`src/rtl/eip_pkg.sv`:
```
package eip_pkg;

   // ----------------------------------------------------------------
   // sizes
   // ----------------------------------------------------------------
   localparam int EXT_N  = 5;
   localparam int WAKE_N = 8;
   localparam int ADDR_W = 4;
   localparam int DATA_W = 8;

   // ----------------------------------------------------------------
   // register offsets
   // ----------------------------------------------------------------
   localparam logic [3:0] ADDR_PFR_A    = 4'h0;
   localparam logic [3:0] ADDR_PFR_B    = 4'h1;
   localparam logic [3:0] ADDR_PFR_WAKE = 4'h2;
   localparam logic [3:0] ADDR_EDGE     = 4'h3;
   localparam logic [3:0] ADDR_EXT_FLAG = 4'h4;
   localparam logic [3:0] ADDR_WK_FLAG  = 4'h5;
   localparam logic [3:0] ADDR_EXT_MASK = 4'h6;
   localparam logic [3:0] ADDR_WK_MASK  = 4'h7;

   // ----------------------------------------------------------------
   // field positions and masks
   // ----------------------------------------------------------------
   localparam int POS_RQ0 = 0;
   localparam int POS_RQ1 = 1;
   localparam int POS_RQ2 = 2;
   localparam int POS_RQ3 = 3;
   localparam int POS_RQ4 = 4;
   localparam logic [7:0] PFR_A_MASK = 8'h0E;
   localparam logic [7:0] PFR_B_MASK = 8'h11;
   localparam logic [7:0] EXT_MASK   = 8'h1F;

   // ----------------------------------------------------------------
   // reset values
   // ----------------------------------------------------------------
   localparam logic [7:0] RST_REG  = 8'h00;
   localparam logic [7:0] RST_PINS = 8'hFF;

   // ----------------------------------------------------------------
   // bus request carrier
   // ----------------------------------------------------------------
   typedef struct packed {
      logic [ADDR_W-1:0] addr;
      logic [DATA_W-1:0] wdata;
      logic              wr;
      logic              rd;
   } eip_bus_req_s;

endpackage

```
`src/rtl/eip_pin_flags.sv`:
```
// Decided for this implementation: the address map and the address-and-strobe port.
`timescale 1ns/1ps
module eip_pin_flags
   import eip_pkg::*;
(
   // clock and reset
   input  wire logic               i_clock,
   input  wire logic               i_arst_n,
   // register port
   input  wire eip_bus_req_s       i_bus,
   output logic [DATA_W-1:0]       o_rdata,
   // pins
   input  wire logic [EXT_N-1:0]   i_request_pin_n,
   input  wire logic [WAKE_N-1:0]  i_wakeup_pin_n,
   // interrupt
   output logic                    o_irq
);

   // ----------------------------------------------------------------
   // decode
   // ----------------------------------------------------------------
   function automatic logic is_pfr(input logic [ADDR_W-1:0] a);
      return (a == ADDR_PFR_A) || (a == ADDR_PFR_B) ||
             (a == ADDR_PFR_WAKE);
   endfunction

   // ----------------------------------------------------------------
   // pin synchronisers
   // ----------------------------------------------------------------
   logic [EXT_N-1:0]  ext_meta;
   logic [EXT_N-1:0]  ext_pin_s;
   logic [WAKE_N-1:0] wk_meta;
   logic [WAKE_N-1:0] wk_pin_s;

   always_ff @(posedge i_clock or negedge i_arst_n) begin
      if (!i_arst_n) begin
         ext_meta  <= RST_PINS[EXT_N-1:0];
         ext_pin_s <= RST_PINS[EXT_N-1:0];
         wk_meta   <= RST_PINS;
         wk_pin_s  <= RST_PINS;
      end else begin
         ext_meta  <= i_request_pin_n;
         ext_pin_s <= ext_meta;
         wk_meta   <= i_wakeup_pin_n;
         wk_pin_s  <= wk_meta;
      end
   end

   // ----------------------------------------------------------------
   // state
   // ----------------------------------------------------------------
   logic [DATA_W-1:0] pfr_a;
   logic [DATA_W-1:0] pfr_b;
   logic [WAKE_N-1:0] pfr_wake;
   logic [EXT_N-1:0]  edge_sel;
   logic [EXT_N-1:0]  ext_flag;
   logic [WAKE_N-1:0] wk_flag;
   logic [EXT_N-1:0]  ext_mask;
   logic [WAKE_N-1:0] wk_mask;
   logic [EXT_N-1:0]  ext_gate_q;
   logic [WAKE_N-1:0] wk_gate_q;
   logic              last_pfr_wr;
   logic [DATA_W-1:0] rdata;

   logic [DATA_W-1:0] next_pfr_a;
   logic [DATA_W-1:0] next_pfr_b;
   logic [WAKE_N-1:0] next_pfr_wake;
   logic [EXT_N-1:0]  next_edge_sel;
   logic [EXT_N-1:0]  next_ext_flag;
   logic [WAKE_N-1:0] next_wk_flag;
   logic [EXT_N-1:0]  next_ext_mask;
   logic [WAKE_N-1:0] next_wk_mask;
   logic              next_last_pfr_wr;
   logic [DATA_W-1:0] next_rdata;

   logic [EXT_N-1:0]  ext_sel;
   logic [EXT_N-1:0]  ext_gate;
   logic [WAKE_N-1:0] wk_gate;
   logic [EXT_N-1:0]  ext_evt;
   logic [WAKE_N-1:0] wk_evt;
   logic              clr_ok;

   // ----------------------------------------------------------------
   // next values
   // ----------------------------------------------------------------
   always_comb begin
      // select bits gathered per request pin
      ext_sel[POS_RQ0] = pfr_b[POS_RQ0];
      ext_sel[POS_RQ1] = pfr_a[POS_RQ1];
      ext_sel[POS_RQ2] = pfr_a[POS_RQ2];
      ext_sel[POS_RQ3] = pfr_a[POS_RQ3];
      ext_sel[POS_RQ4] = pfr_b[POS_RQ4];
      // deselected pins look high
      ext_gate = ext_pin_s | ~ext_sel;
      wk_gate  = wk_pin_s | ~pfr_wake;
      // request pins: edge per pin polarity; wakeup pins: falling edge only
      ext_evt = (edge_sel & ext_gate & ~ext_gate_q) |
                (~edge_sel & ~ext_gate & ext_gate_q);
      wk_evt  = ~wk_gate & wk_gate_q;
      // clear ignored on the first bus access after a select write
      clr_ok = i_bus.wr && !last_pfr_wr;

      next_pfr_a    = pfr_a;
      next_pfr_b    = pfr_b;
      next_pfr_wake = pfr_wake;
      next_edge_sel = edge_sel;
      next_ext_mask = ext_mask;
      next_wk_mask  = wk_mask;
      next_ext_flag = ext_flag;
      next_wk_flag  = wk_flag;
      if (i_bus.wr) begin
         case (i_bus.addr)
            ADDR_PFR_A:    next_pfr_a    = i_bus.wdata & PFR_A_MASK;
            ADDR_PFR_B:    next_pfr_b    = i_bus.wdata & PFR_B_MASK;
            ADDR_PFR_WAKE: next_pfr_wake = i_bus.wdata;
            ADDR_EDGE:     next_edge_sel = i_bus.wdata[EXT_N-1:0];
            ADDR_EXT_MASK: next_ext_mask = i_bus.wdata[EXT_N-1:0];
            ADDR_WK_MASK:  next_wk_mask  = i_bus.wdata;
            default:       ;
         endcase
      end
      // write zero clears, write one keeps
      if (clr_ok && i_bus.addr == ADDR_EXT_FLAG) begin
         next_ext_flag = ext_flag & i_bus.wdata[EXT_N-1:0];
      end
      if (clr_ok && i_bus.addr == ADDR_WK_FLAG) begin
         next_wk_flag = wk_flag & i_bus.wdata;
      end
      // set wins over clear
      next_ext_flag = next_ext_flag | ext_evt;
      next_wk_flag  = next_wk_flag | wk_evt;

      next_last_pfr_wr = last_pfr_wr;
      if (i_bus.wr || i_bus.rd) begin
         next_last_pfr_wr = i_bus.wr && is_pfr(i_bus.addr);
      end

      next_rdata = RST_REG;
      if (i_bus.rd) begin
         case (i_bus.addr)
            ADDR_PFR_A:    next_rdata = pfr_a;
            ADDR_PFR_B:    next_rdata = pfr_b;
            ADDR_PFR_WAKE: next_rdata = pfr_wake;
            ADDR_EDGE:     next_rdata = {3'h0, edge_sel};
            ADDR_EXT_FLAG: next_rdata = {3'h0, ext_flag};
            ADDR_WK_FLAG:  next_rdata = wk_flag;
            ADDR_EXT_MASK: next_rdata = {3'h0, ext_mask};
            ADDR_WK_MASK:  next_rdata = wk_mask;
            default:       next_rdata = RST_REG;
         endcase
      end
   end

   // ----------------------------------------------------------------
   // registers
   // ----------------------------------------------------------------
   always_ff @(posedge i_clock or negedge i_arst_n) begin
      if (!i_arst_n) begin
         pfr_a       <= RST_REG;
         pfr_b       <= RST_REG;
         pfr_wake    <= RST_REG;
         edge_sel    <= RST_REG[EXT_N-1:0];
         ext_flag    <= RST_REG[EXT_N-1:0];
         wk_flag     <= RST_REG;
         ext_mask    <= RST_REG[EXT_N-1:0];
         wk_mask     <= RST_REG;
         ext_gate_q  <= RST_PINS[EXT_N-1:0];
         wk_gate_q   <= RST_PINS;
         last_pfr_wr <= 1'b0;
         rdata       <= RST_REG;
      end else begin
         pfr_a       <= next_pfr_a;
         pfr_b       <= next_pfr_b;
         pfr_wake    <= next_pfr_wake;
         edge_sel    <= next_edge_sel;
         ext_flag    <= next_ext_flag;
         wk_flag     <= next_wk_flag;
         ext_mask    <= next_ext_mask;
         wk_mask     <= next_wk_mask;
         ext_gate_q  <= ext_gate;
         wk_gate_q   <= wk_gate;
         last_pfr_wr <= next_last_pfr_wr;
         rdata       <= next_rdata;
      end
   end

   assign o_rdata = rdata;
   assign o_irq   = |(ext_flag & ext_mask) || |(wk_flag & wk_mask);

   for (genvar g = 0; g < EXT_N; g++) begin : g_ext_chk

   end

   for (genvar w = 0; w < WAKE_N; w++) begin : g_wk_chk

   end

   logic irq_src_chg;
   assign irq_src_chg = (ext_flag != next_ext_flag) ||
                        (wk_flag != next_wk_flag) ||
                        (ext_mask != next_ext_mask) ||
                        (wk_mask != next_wk_mask);
endmodule // eip_pin_flags

```
`config.mk`:
```
export PLATFORM = sky130hd
export DESIGN_NAME = eip_pin_flags
export DESIGN_NICKNAME = d
export VERILOG_FILES = /design/src/rtl/eip_pkg.sv /design/src/rtl/eip_pin_flags.sv
export SDC_FILE = /design/constraint.sdc
export NUM_CORES = 1
export LEC_CHECK = 0
export BUFFER_PORTS_ARGS = -buffer_cell sky130_fd_sc_hd__buf_4
export CORE_UTILIZATION = 25
export DETAILED_ROUTE_END_ITERATION = 6
export GPL_TIMING_DRIVEN = 0
export PLACE_DENSITY = 0.42
export SLEW_MARGIN = 30
export SYNTH_ARGS = -nofsm -noshare
export SYNTH_HDL_FRONTEND = slang
export SYNTH_SLANG_ARGS = --single-unit
```
`constraint.sdc`:
```
create_clock -name i_clock -period 2.55 [get_ports i_clock]
set_input_delay 0.51 -clock i_clock [delete_from_list [all_inputs] [get_ports i_clock]]
set_output_delay 0.51 -clock i_clock [all_outputs]
set_load 0.01 [all_outputs]
```
==> flow_summary_export.csv, run 1 <==
group,metric,value,unit
status,status,"completed",
yosys,async_flop_share,1.00,
global_routing,grt_max_degree,93,
power,leakagePower,1.91,nW
global_routing,grt.busiest_layer,"met2",
clock_tree,post_cts_buffers,0,
global_routing,first_global_vias,2338,
floorplan,rows,43,
global_routing,use_met3,0.0438,
clock_tree,cts.root.buffer_cell,"clkbuf_16",
clock_tree,cts.clk_slew.worst_paths,60,ps
power,p_per_area,815,mW/mm²
place,portBuffers,36,
worst_setup_path,worst_path_max_delay_cell,"dfrtp_1",
power,irDropWorstVdd,0.000318,V
detailed_routing,post-route-drc-count,0,
worst_setup_path,critical_path_required,2040,ps
floorplan,die_h,123,µm
floorplan,die_w,123,µm
final_layout,drive_gt1_frac,0.427,
worst_setup_path,slowest_delay,410,ps
final_layout,layout_commonest_cell,"dfrtp_1",
clock_tree,clock-sinks,92,
global_routing,grt_antenna_before_repair,0,
timing,slew-limit-headroom,0.438,
worst_setup_path,crit_path_start_kind,"flop",
hold_path,min_path_type,"in -> async",
yosys,synth_edf_count,0,
worst_setup_path,path_cells,"a22o_1 -> a221oi_1 -> nand3_1 -> buf_4",
timing,slew_violations,0,
yosys,ys_seq_area_frac,0.643,
timing,fin_ws,384,ps
worst_setup_path,reg2reg_slack,1180,ps
clock_tree,cts_buffer_depth,2,
clock_tree,holdBufCountCts,0,
clock_tree,cts_buffers,9,
worst_setup_path,end_kind,"output pin",
yosys,avgSynthCellArea,13.6,µm²
yosys,ys_types,43,
timing,setup_viol,0,
place,placed_cells,485,
timing,max_freq,0.462,GHz
final_layout,fin_nets,345,
yosys,synth_area_leaders,"dfrtp_1, dfstp_2, mux2_2, mux2i_1, o21ai_1",
detailed_routing,wl,8.24,mm
floorplan,io_pins,38,
floorplan,start_util,0.259,
global_routing,grtUsageMet2,0.189,
timing,tns,0,ps
timing,min_period,2170,ps
floorplan,die_area,0.0151,mm²
yosys,synthCells,269,
yosys,ys.flop_type,"dfrtp_1",
global_routing,overflow,0,
power,power.total,0.00363,W
final_layout,final_cells,501,
floorplan,core,0.0141,mm²
final_layout,layout_common_cells,"dfrtp_1, dfstp_2, buf_4, mux2_2, o21ai_1",
global_routing,use_met1,0.162,
timing,finalHoldViolations,0,
yosys,yosys_warnings,0,
detailed_routing,wl_per_cell,16.4,µm
final_layout,num-fill-cells,1445,
timing,rsz0062_at_grt,"false",
timing,tightest_slew,844,ps
detailed_routing,drt_iter0_markers,116,
detailed_routing,firstDrtPassIters,4,
yosys,synth.cell_area,0.00366,mm²
detailed_routing,via_count,2221,
final_layout,syn_to_final_growth,21.8,%
global_routing,gr-usage-all-layers,0.124,
clock_tree,cts_tree,"built",
clock_tree,post_cts_resized,0,
clock_tree,htree_levels,3,
place,hpwl,5.61,mm
yosys,syn_nets,298,
timing,whs,250,ps
worst_setup_path,worst-setup-path-type,"reg -> out",
clock_tree,clk_latency,350,ps
timing,post-route-period-util,0.849,
place,pre_cts_ws,566,ps
worst_setup_path,crit_fanout,3,
global_routing,grt_pass1_wl,13.3,mm
detailed_routing,viasPerCell,4.43,
final_layout,antenna_cells,0,
timing,clock_skew,7.95,ps
yosys,yosysTopAreaCell,"dfrtp_1",
yosys,synth_seq_cells,92,
yosys,synth_top_area_share,0.363,
detailed_routing,detail-route-antenna-nets,0,
worst_setup_path,crit_arrival,1660,ps
run,cap_violations,0,
place,routabilityCongestion,0.721,
critical path: cells and delay by family, from the launching register on:
| kind | cells | cell delay (ps) |
|---|---|---|
| and+or+nand+nor | 1 | 160 |
| buffers and inverters | 1 | 180 |
| DFF | 1 | 410 |
| AOI/OAI and AO/OA | 2 | 560 |
cell usage after synthesis (2+ instances only):
| master | instances |
|---|---|
| a22o_1 | 4 |
| buf_6 | 4 |
| a32oi_1 | 3 |
| nand2_1 | 14 |
| inv_1 | 10 |
| o211ai_1 | 5 |
| dfrtp_1 | 53 |
| mux2_1 | 2 |
| nor2_1 | 16 |
| o22ai_1 | 4 |
| a221oi_1 | 5 |
| nand3_1 | 2 |
| o21ai_0 | 2 |
| mux2_2 | 32 |
| o21ai_1 | 21 |
| dfstp_2 | 39 |
| a21oi_1 | 2 |
| mux2i_1 | 11 |
| nand2b_1 | 14 |
| a22oi_1 | 3 |
routing by layer:
metal / wire, µm / vias to the layer above
li1: - / 1048
met1: 3850 / 1126
met2: 3870 / 40
met3: 402 / 7
met4: 108 / 0
met5: 0 / -
worst paths after layout:
kind                                        start            to  depth (start not counted)
worst max-delay path                  ext_flag[4]         o_irq                          4
worst min-delay path                     i_arst_n    o_rdata[2]                          1
worst max register to register        last_pfr_wr   ext_flag[2]                          3
worst min register to register        ext_meta[1]  ext_pin_s[1]                          0
max in group asynchronous                i_arst_n   ext_flag[4]                          1
min in group i_clock            i_wakeup_pin_n[7]    wk_meta[7]                          1
state kept, by name, indices dropped and copies added (netlist names):
signal	count
wk_gate_q	8
wk_pin_s	8
o_rdata	8
wk_meta	8
ext_pin_s	5
wk_mask	8
wk_flag	8
pfr_a	3
pfr_wake	8
ext_meta	5
ext_gate_q	5
ext_flag	5
edge_sel	5
pfr_b	2
last_pfr_wr	1
ext_mask	5
kinds of logic after synthesis:
logic type	count (synthesis)	synth area share
buffers and inverters	17	0.0291
and+or+nand+nor	62	0.0969
muxes	45	0.135
DFF	92	0.643
AOI/OAI and AO/OA	53	0.0962
where the power goes:
part / total [W] / switching, W / internal [W]
Combinational: 0.000435 / 0.000199 / 0.000236
Sequential: 0.00185 / 0.000153 / 0.00170
Clock: 0.00134 / 0.000550 / 0.000793
Total: 0.00363 / 0.000903 / 0.00273
final cells by class:
type                            instances  area [µm²]  area share
Clock inverter                          3        47.5      0.0107
Tap cell                              180         225      0.0506
Inverter                               10        37.5     0.00843
Sequential cell                        92        2350       0.528
Timing Repair Buffer                   36         274      0.0615
Buffer                                  7        68.8      0.0155
Clock buffer                           13         250      0.0562
Multi-Input combinational cell        160        1200       0.269
through the flow:
stage | instance area [µm²] | utilization
6_report | 4450 | 0.316
5_1_grt | 4450 | 0.316
4_1_cts | 4450 | 0.316
3_5_place_dp | 4160 | 0.295
3_3_place_gp | 4150 | 0.295
2_1_floorplan | 3660 | -
Power figures use the tool's default switching activity.
==> inputs of run 2 (changes only) <==
==> constraint.sdc (replaced) <==
create_clock -name i_clock -period 2.1 [get_ports i_clock]
set_input_delay 0.42 -clock i_clock [delete_from_list [all_inputs] [get_ports i_clock]]
set_output_delay 0.42 -clock i_clock [all_outputs]
set_load 0.01 [all_outputs]
==> run 2 against run 1 <==
Against the previous run: via count is 0.18% lower; clock power grew 22%; worst hold slack worse by 90 ps; global-route usage is essentially flat; sequential power is 22% higher; power rose by 22%; cell count did not move; non-clock buffer count unchanged; combinational power is 22% higher; first-iteration DRC count decreased by 0.86%; flip-flop and latch count unchanged.
==> flow_summary_export.csv, run 2 (same netlist as run 1, synthesis figures left out) <==
group,metric,value,unit
status,status,"completed",
final_layout,syn_to_final_growth,22.0,%
clock_tree,post_cts_buffers,0,
timing,slew-limit-headroom,0.438,
clock_tree,htree_levels,3,
timing,tns,0,ps
timing,clock_skew,7.95,ps
detailed_routing,detail-route-antenna-nets,0,
final_layout,num-fill-cells,1445,
final_layout,layout_common_cells,"dfrtp_1, dfstp_2, buf_4, mux2_2, o21ai_1",
floorplan,core,0.0141,mm²
worst_setup_path,crit_cells,4,
global_routing,overflow,0,
clock_tree,cts.clk_slew.worst_paths,70,ps
floorplan,rows,43,
timing,finalHoldViolations,0,
hold_path,min_path_type,"in -> async",
power,p_per_area,990,mW/mm²
global_routing,grt_max_degree,93,
final_layout,final-seq-area,0.00235,mm²
clock_tree,clock-sinks,92,
worst_setup_path,crit_family,"compound AO/OA/AOI/OAI gates",
timing,post-route-period-util,0.954,
floorplan,io_pins,38,
final_layout,fin_nets,345,
worst_setup_path,worst_path_max_delay_cell,"dfrtp_1",
worst_setup_path,crit_path_start_kind,"flop",
global_routing,grt_antenna_before_repair,0,
final_layout,utilization,0.316,
place,portBuffers,36,
detailed_routing,post-route-drc-count,0,
floorplan,die_h,123,µm
worst_setup_path,slowest_delay,410,ps
clock_tree,holdBufCountCts,0,
power,leakagePower,1.91,nW
detailed_routing,wl_per_cell,16.4,µm
worst_setup_path,path_cells,"a22o_1 -> a221oi_2 -> nand3_1 -> buf_4",
timing,rsz0062_at_grt,"false",
power,clkPwrFrac,0.370,
power,p_switching,0.00110,W
floorplan,start_util,0.259,
timing,tightest_slew,844,ps
detailed_routing,firstDrtPassIters,4,
worst_setup_path,crit_arrival,1580,ps
power,power_frac_comb,0.121,
global_routing,first_global_vias,2339,
power,irDropWorstVdd,0.000387,V
floorplan,die_area,0.0151,mm²
worst_setup_path,r2r.worst_path.cells,3,
global_routing,gr-usage-all-layers,0.124,
detailed_routing,drt_iter0_markers,115,
worst_setup_path,end_kind,"output pin",
power,p_seq_frac,0.510,
final_layout,drive_gt1_frac,0.430,
timing,max_freq,0.499,GHz
clock_tree,cts_buffer_depth,2,
worst_setup_path,crit_buf_inv,1,
detailed_routing,wl,8.24,mm
worst_setup_path,reg2reg_slack,730,ps
floorplan,die_w,123,µm
clock_tree,clk_latency,350,ps
run,cap_violations,0,
clock_tree,cts_tree,"built",
timing,setup_viol,0,
final_layout,multiInputGateArea,0.00120,mm²
global_routing,grt_pass1_wl,13.4,mm
final_layout,layout_commonest_cell,"dfrtp_1",
power,internal_power,0.00331,W
detailed_routing,viasPerCell,4.43,
power,swShare,0.249,
clock_tree,cts_buffers,9,
detailed_routing,via_count,2217,
timing,min_period,2000,ps
place,routabilityCongestion,0.721,
worst_setup_path,critical_path_required,1680,ps
timing,slew_violations,0,
place,hpwl,5.61,mm
final_layout,antenna_cells,0,
clock_tree,cts.root.buffer_cell,"clkbuf_16",
worst_setup_path,worst-setup-path-type,"reg -> out",
worst_setup_path,crit_fanout,3,
run 2: final timing paths:
kind,from,endpoint
min reg2reg,ext_meta[1],ext_pin_s[1]
max,ext_flag[4],o_irq
max in group asynchronous,i_arst_n,ext_flag[4]
max reg2reg,last_pfr_wr,ext_flag[2]
min in group i_clock,i_wakeup_pin_n[7],wk_meta[7]
min,i_arst_n,o_rdata[2]
run 2: per-stage QoR:
stage | total power, W | std cells | area (µm²) | worst slack, ps | hold slack [ps]
global route | 0.00467 | 501 | 4460 | 6.90 | 153
global placement | 0.00280 | 485 | 4150 | 183 | 346
detailed placement | 0.00282 | 485 | 4160 | 206 | 347
CTS | 0.00450 | 501 | 4460 | 49.1 | 156
finish | 0.00441 | 501 | 4460 | 96.7 | 160
floorplan | 0.00257 | 269 | 3660 | 613 | 124
run 2: final cells by class:
class                   count  share of cell area
flip-flops and latches     92               0.527
multi-input cells         160               0.270
clock inverters             3              0.0107
plain buffers               7              0.0154
well taps                 180              0.0505
repair buffers             36              0.0614
inverters                  10             0.00842
clock buffers              13              0.0561
run 2: worst reg2reg max path, delay by kind of cell, from the launching register on:
family          cells  cell delay (ps)
compound gates      2              270
flops               1              410
simple gates        1              580
run 2: repair_timing:
item | 4_1_cts | 5_1_grt
endpoints found under the setup margin | 1 | 0
gates resized for setup | 1 | 0
endpoints found under the hold margin | 0 | 0
run 2: layer usage:
layer,GRT usage,up-vias,share of wire
met5,0,-,0
met3,0.0438,7,0.049
met1,0.162,1122,0.47
met4,0.0434,0,0.013
met2,0.189,40,0.47
li1,-,1048,-
run 2: power groups by stage:
stage	clock network (W)	registers, W	logic [W]
2_1_floorplan	0	0.00221	0.000366
4_1_cts	0.00170	0.00225	0.000543
5_1_grt	0.00178	0.00229	0.000603
3_3_place_gp	0	0.00228	0.000527
3_5_place_dp	0	0.00228	0.000538
6_report	0.00163	0.00225	0.000532
